[src/core/dsps_regs.vh]
`ifndef DSPS_REGS_VH
`define DSPS_REGS_VH

// register byte offsets of the controller's own map
`define DSPS_CTRL_OFS      8'h00
`define DSPS_STATUS_OFS    8'h04
`define DSPS_TINT_OFS      8'h08
`define DSPS_TAZ_OFS       8'h0C
`define DSPS_RESULT_OFS    8'h10
`define DSPS_CHAN_OFS      8'h14

// control fields
`define DSPS_CTRL_START    0
`define DSPS_CTRL_CONT     1

// status fields
`define DSPS_ST_BUSY       0
`define DSPS_ST_DONE       1
`define DSPS_ST_OVR        2
`define DSPS_ST_SIGN       3
`define DSPS_ST_PH_LO      4
`define DSPS_ST_PH_HI      5
`define DSPS_ST_ZC         6

// phase codes {first, second}
`define DSPS_PH_AZ         2'h1
`define DSPS_PH_INT        2'h2
`define DSPS_PH_REFERENCE_RUNDOWN_PHASE       2'h3
`define DSPS_PH_IZ         2'h0

// timing: 125 MHz clock, 8 ns period
`define DSPS_CLK_MHZ       125
`define DSPS_TINT_MS       66
`define DSPS_TINT_CYC      (`DSPS_TINT_MS * `DSPS_CLK_MHZ * 1000)
`define DSPS_CMP_DLY_US    2
`define DSPS_CMP_DLY_CYC   (`DSPS_CMP_DLY_US * `DSPS_CLK_MHZ)
`define DSPS_RESP_DECODE   2'h2

// reset values
`define DSPS_TINT_RST      32'h007DE290
`define DSPS_TAZ_RST       32'h007DE290

`endif

[src/core/dsps_pin_sync.v]
// three-stage synchroniser, change accepted when stages 2 and 3 agree
module dsps_pin_sync (
    input  wire aclk,
    input  wire aresetn,
    input  wire ce,
    input  wire pin,
    output reg  level
);
    reg s1_q;
    reg s2_q;
    reg s3_q;

    // s1 is only read by s2
    always @(posedge aclk) begin
        if (!aresetn) begin
            s1_q  <= 1'b0;
            s2_q  <= 1'b0;
            s3_q  <= 1'b0;
            level <= 1'b0;
        end else if (ce) begin
            s1_q <= pin;
            s2_q <= s1_q;
            s3_q <= s2_q;
            if (s2_q == s3_q) begin
                level <= s3_q;
            end
        end
    end
endmodule

[src/core/dsps_sequencer.v]
`include "dsps_regs.vh"

module dsps_sequencer (
    input  wire        aclk,
    input  wire        aresetn,
    input  wire        ce,
    input  wire [31:0] s_axi_awaddr,
    input  wire        s_axi_awvalid,
    output wire        s_axi_awready,
    input  wire [31:0] s_axi_wdata,
    input  wire [3:0]  s_axi_wstrb,
    input  wire        s_axi_wvalid,
    output wire        s_axi_wready,
    output reg  [1:0]  s_axi_bresp,
    output reg         s_axi_bvalid,
    input  wire        s_axi_bready,
    input  wire [31:0] s_axi_araddr,
    input  wire        s_axi_arvalid,
    output wire        s_axi_arready,
    output reg  [31:0] s_axi_rdata,
    output reg  [1:0]  s_axi_rresp,
    output reg         s_axi_rvalid,
    input  wire        s_axi_rready,
    input  wire        zero_cross_flag,
    output reg         phase_sel_a,
    output reg         phase_sel_b,
    output reg         channel_sel_high,
    output reg         channel_sel_low
);
    // sequencer states
    localparam [2:0] ST_IDLE = 3'h0;
    localparam [2:0] ST_AZ   = 3'h1;
    localparam [2:0] ST_INT  = 3'h2;
    localparam [2:0] ST_REFERENCE_RUNDOWN_PHASE = 3'h3;
    localparam [2:0] ST_IZ   = 3'h4;

    reg  [2:0]  state_q;
    reg  [31:0] tint_q;
    reg  [31:0] taz_q;
    reg  [31:0] tint_run_q;
    // counters one bit wider so twice the integrate length fits
    reg  [32:0] cnt_q;
    reg  [32:0] reference_rundown_phase_cnt_q;
    reg  [32:0] result_q;
    reg         sign_q;
    reg         ovr_q;
    reg         done_q;
    reg         cont_q;
    reg         start_q;
    reg  [1:0]  chan_q;
    reg         zc_prev_q;
    // each write channel held until its partner arrives
    reg         aw_got_q;
    reg         w_got_q;
    reg  [31:0] awaddr_q;
    reg  [31:0] wdata_q;
    reg  [3:0]  wstrb_q;
    wire        zc_level;
    // comparator falling edge, high in the same cycle the synchronised level drops
    wire        zc_fall;
    wire        wr_fire;
    wire        rd_fire;
    wire [32:0] reference_rundown_phase_max;
    reg  [31:0] rd_word;
    reg         rd_ok;

    // comparator is an asynchronous pin
    dsps_pin_sync u_zc_sync (
        .aclk    (aclk),
        .aresetn (aresetn),
        .ce      (ce),
        .pin     (zero_cross_flag),
        .level   (zc_level)
    );

    assign zc_fall  = zc_prev_q & ~zc_level;
    // twice the integration count bounds the rundown
    assign reference_rundown_phase_max = {tint_run_q, 1'b0};

    // write channels accepted independently, response after both
    assign s_axi_awready = ~aw_got_q & ~s_axi_bvalid;
    assign s_axi_wready  = ~w_got_q & ~s_axi_bvalid;
    assign wr_fire       = aw_got_q & w_got_q & ~s_axi_bvalid;
    assign s_axi_arready = ~s_axi_rvalid;
    assign rd_fire       = s_axi_arvalid & s_axi_arready;

    // write address/data capture and response
    always @(posedge aclk) begin
        if (!aresetn) begin
            aw_got_q     <= 1'b0;
            w_got_q      <= 1'b0;
            awaddr_q     <= 32'h00000000;
            wdata_q      <= 32'h00000000;
            wstrb_q      <= 4'h0;
            s_axi_bvalid <= 1'b0;
            s_axi_bresp  <= 2'h0;
        end else if (ce) begin
            if (s_axi_awvalid && s_axi_awready) begin
                aw_got_q <= 1'b1;
                awaddr_q <= s_axi_awaddr;
            end
            if (s_axi_wvalid && s_axi_wready) begin
                w_got_q <= 1'b1;
                wdata_q <= s_axi_wdata;
                wstrb_q <= s_axi_wstrb;
            end
            if (wr_fire) begin
                aw_got_q     <= 1'b0;
                w_got_q      <= 1'b0;
                s_axi_bvalid <= 1'b1;
                // read-only and unmapped offsets refused, no side effect
                case (awaddr_q[7:0])
                    `DSPS_CTRL_OFS, `DSPS_TINT_OFS, `DSPS_TAZ_OFS, `DSPS_CHAN_OFS: s_axi_bresp <= 2'h0;
                    default: s_axi_bresp <= `DSPS_RESP_DECODE;
                endcase
            end else if (s_axi_bvalid && s_axi_bready) begin
                s_axi_bvalid <= 1'b0;
            end
        end
    end

    // read mux, unmapped addresses answer decode error
    always @* begin
        rd_word = 32'h00000000;
        rd_ok   = 1'b1;
        case (s_axi_araddr[7:0])
            `DSPS_CTRL_OFS:   rd_word = {30'h00000000, cont_q, 1'b0};
            `DSPS_STATUS_OFS: rd_word = {25'h0000000, zc_level, phase_sel_b, phase_sel_a,
                                         sign_q, ovr_q, done_q, (state_q != ST_IDLE)};
            `DSPS_TINT_OFS:   rd_word = tint_q;
            `DSPS_TAZ_OFS:    rd_word = taz_q;
            `DSPS_RESULT_OFS: rd_word = result_q[31:0];
            `DSPS_CHAN_OFS:   rd_word = {30'h00000000, chan_q};
            default:          rd_ok   = 1'b0;
        endcase
    end

    // read answer registered, held until rready
    always @(posedge aclk) begin
        if (!aresetn) begin
            s_axi_rvalid <= 1'b0;
            s_axi_rdata  <= 32'h00000000;
            s_axi_rresp  <= 2'h0;
        end else if (ce) begin
            if (rd_fire) begin
                s_axi_rvalid <= 1'b1;
                s_axi_rdata  <= rd_word;
                s_axi_rresp  <= rd_ok ? 2'h0 : `DSPS_RESP_DECODE;
            end else if (s_axi_rvalid && s_axi_rready) begin
                s_axi_rvalid <= 1'b0;
            end
        end
    end

    // software-written configuration; done clears on result read
    always @(posedge aclk) begin
        if (!aresetn) begin
            tint_q  <= `DSPS_TINT_RST;
            taz_q   <= `DSPS_TAZ_RST;
            cont_q  <= 1'b0;
            start_q <= 1'b0;
            chan_q  <= 2'h0;
        end else if (ce) begin
            // consumed only as idle hands over to auto-zero, so a start
            // written mid-conversion waits for the next cycle
            if (state_q == ST_IDLE && start_q) begin
                start_q <= 1'b0;
            end
            if (wr_fire) begin
                case (awaddr_q[7:0])
                    `DSPS_CTRL_OFS: begin
                        if (wstrb_q[0]) begin
                            cont_q <= wdata_q[`DSPS_CTRL_CONT];
                            if (wdata_q[`DSPS_CTRL_START]) begin
                                start_q <= 1'b1;
                            end
                        end
                    end
                    `DSPS_TINT_OFS: tint_q <= wdata_q;
                    `DSPS_TAZ_OFS:  taz_q  <= wdata_q;
                    `DSPS_CHAN_OFS: begin
                        if (wstrb_q[0]) begin
                            chan_q <= wdata_q[1:0];
                        end
                    end
                    default: ;
                endcase
            end
        end
    end

    // conversion sequencer; pin outputs registered
    always @(posedge aclk) begin
        if (!aresetn) begin
            state_q          <= ST_IDLE;
            cnt_q            <= 33'h000000000;
            reference_rundown_phase_cnt_q       <= 33'h000000000;
            tint_run_q       <= `DSPS_TINT_RST;
            result_q         <= 33'h000000000;
            sign_q           <= 1'b0;
            ovr_q            <= 1'b0;
            done_q           <= 1'b0;
            zc_prev_q        <= 1'b0;
            // pins reset to auto-zero, the converter's safe idle
            phase_sel_a      <= 1'b0;
            phase_sel_b      <= 1'b1;
            channel_sel_high <= 1'b0;
            channel_sel_low  <= 1'b0;
        end else if (ce) begin
            zc_prev_q <= zc_level;
            // reading the result clears done, a new completion wins
            if (rd_fire && s_axi_araddr[7:0] == `DSPS_RESULT_OFS) begin
                done_q <= 1'b0;
            end
            case (state_q)
                ST_IDLE: begin
                    // park in auto-zero, comparator ignored here
                    {phase_sel_a, phase_sel_b} <= `DSPS_PH_AZ;
                    if (start_q || cont_q) begin
                        channel_sel_high <= chan_q[1];
                        channel_sel_low  <= chan_q[0];
                        tint_run_q       <= tint_q;
                        cnt_q            <= 33'h000000000;
                        state_q          <= ST_AZ;
                    end
                end
                ST_AZ: begin
                    // own length register, normally set equal to integrate
                    {phase_sel_a, phase_sel_b} <= `DSPS_PH_AZ;
                    if (cnt_q + 33'h1 >= {1'b0, taz_q}) begin
                        cnt_q   <= 33'h000000000;
                        {phase_sel_a, phase_sel_b} <= `DSPS_PH_INT;
                        state_q <= ST_INT;
                    end else begin
                        cnt_q <= cnt_q + 33'h1;
                    end
                end
                ST_INT: begin
                    if (cnt_q + 33'h1 >= {1'b0, tint_run_q}) begin
                        // last sample of the phase is the sign
                        sign_q     <= zc_level;
                        reference_rundown_phase_cnt_q <= 33'h000000000;
                        {phase_sel_a, phase_sel_b} <= `DSPS_PH_REFERENCE_RUNDOWN_PHASE;
                        state_q    <= ST_REFERENCE_RUNDOWN_PHASE;
                    end else begin
                        cnt_q <= cnt_q + 33'h1;
                    end
                end
                ST_REFERENCE_RUNDOWN_PHASE: begin
                    // counts from the 10->11 edge to the falling crossing;
                    // includes sync and ~2 us comparator latency
                    if (zc_fall) begin
                        result_q <= reference_rundown_phase_cnt_q;
                        ovr_q    <= 1'b0;
                        done_q   <= 1'b1;
                        {phase_sel_a, phase_sel_b} <= `DSPS_PH_IZ;
                        state_q  <= ST_IZ;
                    end else if (reference_rundown_phase_cnt_q >= reference_rundown_phase_max) begin
                        // no crossing within twice the integrate count
                        result_q <= reference_rundown_phase_cnt_q;
                        ovr_q    <= 1'b1;
                        done_q   <= 1'b1;
                        {phase_sel_a, phase_sel_b} <= `DSPS_PH_IZ;
                        state_q  <= ST_IZ;
                    end else begin
                        reference_rundown_phase_cnt_q <= reference_rundown_phase_cnt_q + 33'h1;
                    end
                end
                ST_IZ: begin
                    // level watched directly: leave at once when high;
                    // after overrange it never fell, so this ends at once
                    if (zc_level) begin
                        {phase_sel_a, phase_sel_b} <= `DSPS_PH_AZ;
                        state_q <= ST_IDLE;
                    end
                end
                default: state_q <= ST_IDLE;
            endcase
        end
    end
endmodule

[config.mk]
export PLATFORM = sky130hd
export DESIGN_NAME = dsps_sequencer
export DESIGN_NICKNAME = d
export VERILOG_FILES = /design/src/core/dsps_pin_sync.v /design/src/core/dsps_sequencer.v
export VERILOG_INCLUDE_DIRS = /design/src /design/src/core
export SDC_FILE = /design/constraint.sdc
export NUM_CORES = 1
export LEC_CHECK = 0
export BUFFER_PORTS_ARGS = -buffer_cell sky130_fd_sc_hd__buf_2
export CAP_MARGIN = 20
export CORE_ASPECT_RATIO = 0.6
export CORE_UTILIZATION = 59
export DETAILED_ROUTE_END_ITERATION = 7
export PLACE_DENSITY = 0.83
export REMOVE_ABC_BUFFERS = 1
export SLEW_MARGIN = 0
export SYNTH_ARGS = -nofsm -noshare
export SYNTH_HDL_FRONTEND = slang
export SYNTH_SLANG_ARGS = --single-unit
export TNS_END_PERCENT = 100
[constraint.sdc]
create_clock -name aclk -period 4.6 [get_ports aclk]
set_input_delay 0.46 -clock aclk [delete_from_list [all_inputs] [get_ports aclk]]
set_output_delay 0.46 -clock aclk [all_outputs]
set_load 0.01 [all_outputs]
==> summary.md <==
| Metric | Value |
|---|---|
| Core area | `23600 um2` |
| Peak VDD IR | `243 uV` |
| Gr ovfl total | `0` |
| IO Pins | `154` |
| Drt pass-1 iters | `5` |
| Synth warn | `0` |
| Num rows | `43` |
| Routed WL | `42200 um` |
| Worst Hold End | `wdata_q[9]$_SDFFE_PN0P_` |
| Root Driver | `clkbuf_16` |
| Final setup viols | `0` |
| Layout area overhead | `12.4%` |
| Hold_ws | `0.138 ns` |
| F_max | `0.226 GHz` |
| Power after layout | `5.22 mW` |
| Crit path DAT | `4.93 ns` |
| Worst slack, placed | `0.278 ns` |
| Most common cell after layout, fill and taps aside | `nand2_1` |
| Top FF cell, synth | `dfxtp_1` |
| Vias in the first global route | `12000` |
| End of the worst register-to-register path | `reference_rundown_phase_cnt_q[32]$_SDFFE_PN0P_` |
| Width of the die | `204 um` |
| Drt wl/cell | `19.3 um` |
| Nets@finish | `2056` |
| Number of fill cells | `1911` |
| Slew headroom | `28.2%` |
| Final worst slack | `0.166 ns` |
| DRC viols | `0` |
| Post-CTS setup buffers | `0` |
| Cells on worst reg2reg path | `19` |
| Starting Density | `61.3%` |
| Tmin final | `4.43 ns` |
| CTS Hold Bufs | `0` |
| Cts repair resizes | `0` |
| Max-Cap Viols | `0` |
| Die height | `123 um` |
| Final Instance Count excl. Fillers | `2184` |
| Die area | `25100 um2` |
| DR vias/cell | `6.10` |
| Seq. cell area | `5850 um2` |
| Worst hold path type | `input port to flop` |
| DR vias | `13300` |
| Cells after DPL | `2136` |
| Worst Setup Path Type | `flop to flop` |
| GRT Total Usage | `33.4%` |
| Crit share post-route | `96.4%` |
| Min-Delay Startpoint | `s_axi_wdata[9]` |
| Pins over their slew limit | `0` |
| Largest net degree at the start of global routing | `77` |
| Worst r2r src | `cnt_q[2]$_SDFFE_PN0P_` |
| Worst-Skew Late Latency | `0.56 ns` |
| CTS buffer count | `26` |
| ANT nets after route | `0` |
| Share of layout cells above drive strength 1 | `10.8%` |
| Pwr dens | `322 nW/um2` |
| GPL Wtd Cong | `0.959` |
| Final hold violations | `0` |
| CP max FO | `8` |
| Seq cells post-synth | `292` |
| Hold depth | `3` |
| FFs w/ async S/R, synth | `0%` |
| Antenna violations before repair | `0` |
| Global-route wire length before repair | `65000 um` |
| Port Buf Inserts | `100` |
| Most frequent cells in the layout | `nand2_1, dfxtp_1, a21oi_1` |
| Crit path capture type | `flop` |
| Htree depth | `1` |
| Tightest Pin Transition | `1.07 ns` |
| Distinct cell type count after synthesis | `73` |
| CTS Buffer Depth | `3` |
| Status | `finished, final reports clean` |
| Worst Path Required | `5.09 ns` |
| Final core occ | `68.9%` |
| Sequential fraction of the synthesis area | `40.5%` |
| Multi-input logic area | `7920 um2` |
| Post-synth EDFFs | `0` |
| Sink Count | `292` |
| Startpoint Class | `flop` |
| Leakage | `6.78 nW` |
| Hpwl dp | `30100 um` |
| Reg clk slew, reported paths | `0.07 ns` |
| Avg Cell Area, Syn | `8.09 um2` |
| Reg2reg setup slack | `0.17 ns` |
| Synth Instances | `1786` |
| DRT iter0 DRCs | `1439` |
| Synth Cell Area | `14400 um2` |
| CTS tree | `done` |
| Clock skew | `0.0202 ns` |
-- kinds of logic after synthesis --
family          Yosys count  synth area share [%]
compound gates          401                  17.4
fa+ha+maj                98                  8.49
flops                   292                  40.5
mux                      73                  5.08
xor+xnor                 37                  2.30
buf+inv                 183                  4.95
other cells               1                0.0260
simple gates            701                  21.3
-- worst max path at each step --
stage                          startpoint                                              to  slack, ns
floorplan           cnt_q[0]$_SDFFE_PN0P_  reference_rundown_phase_cnt_q[32]$_SDFFE_PN0P_       0.03
global placement    cnt_q[0]$_SDFFE_PN0P_                          cnt_q[31]$_SDFFE_PN0P_       0.36
detailed placement  cnt_q[2]$_SDFFE_PN0P_  reference_rundown_phase_cnt_q[32]$_SDFFE_PN0P_       0.28
CTS                 cnt_q[0]$_SDFFE_PN0P_  reference_rundown_phase_cnt_q[32]$_SDFFE_PN0P_       0.21
global route        cnt_q[2]$_SDFFE_PN0P_  reference_rundown_phase_cnt_q[32]$_SDFFE_PN0P_      -0.04
finish              cnt_q[2]$_SDFFE_PN0P_  reference_rundown_phase_cnt_q[32]$_SDFFE_PN0P_       0.17
-- cell type report --
cell class / count / share of cell area, %
Antenna cell: 1 / 0.0154
Clock buffer: 43 / 5.15
Clock inverter: 4 / 0.740
Inverter: 83 / 1.95
Multi-Input combinational cell: 1312 / 48.8
Sequential cell: 292 / 36.0
Tap cell: 315 / 2.43
Timing Repair Buffer: 134 / 4.89
-- metal layers --
metal	vias up	global-route usage (%)	share of wire [%]
met3	56	12.7	13
met4	0	6.48	1.4
met5	-	0	0
met1	6313	48.1	46
met2	596	47.2	39
li1	6362	-	-
-- synthesized netlist by cell type, types with 15 or more instances --
library cell	instances	area share, %
nand2_1	365	9.5
dfxtp_1	292	40
a21oi_1	162	5.6
nor2_1	142	3.7
ha_1	98	8.5
clkbuf_1	80	2.1
inv_1	80	2.1
mux2i_1	71	4.9
o21ai_0	66	2.3
nand3_1	53	1.8
a22oi_1	31	1.6
nand4_1	29	1.3
nor3_1	29	1.0
o211ai_1	29	1.5
xnor2_1	27	1.6
a22o_1	25	1.5
o22ai_1	16	0.69
a211oi_1	15	0.78
and3_1	15	0.65
-- critical path, cell delays in order (launching register included) --
cell      delay, ns
dfxtp_1        0.44
nand3_1        0.13
nor2_1         0.21
nand3_1        0.19
nor3_1         0.22
buf_4          0.17
nand3_1        0.22
nor2_2         0.21
xnor2_1        0.23
ha_1           0.34
nand3_1        0.13
nor2_1         0.06
o221ai_1       0.08
nand4_1        0.28
o311ai_2       0.38
buf_4          0.23
buf_4          0.18
nand2_1        0.07
or4_1          0.52
nand2_1        0.08
-- sequential cells by signal (all words and copies together) (netlist names), 2 cells and up --
name and count:
result_q 32, s_axi_rdata 32, cnt_q 33, tint_q 32, wdata_q 32, taz_q 32, chan_q 2, state_q 3
reference_rundown_phase_cnt_q 33, awaddr_q 8, tint_run_q 32
-- power breakdown --
part	switching, mW	leakage [nW]	internal [mW]	total (mW)
combinational	0.143	3.96	0.0707	0.214
sequential	0.0220	2.36	2.55	2.58
clock	0.977	0.468	1.46	2.43
-- metrics by stage --
stage	setup TNS [ns]	cell area, um2
floorplan	0	14000
global placement	0	15200
detailed placement	0	15200
CTS	0	16200
global route	-0.0412	16200
finish	0	16200
Note: power is estimated with default switching activity, not from simulation.
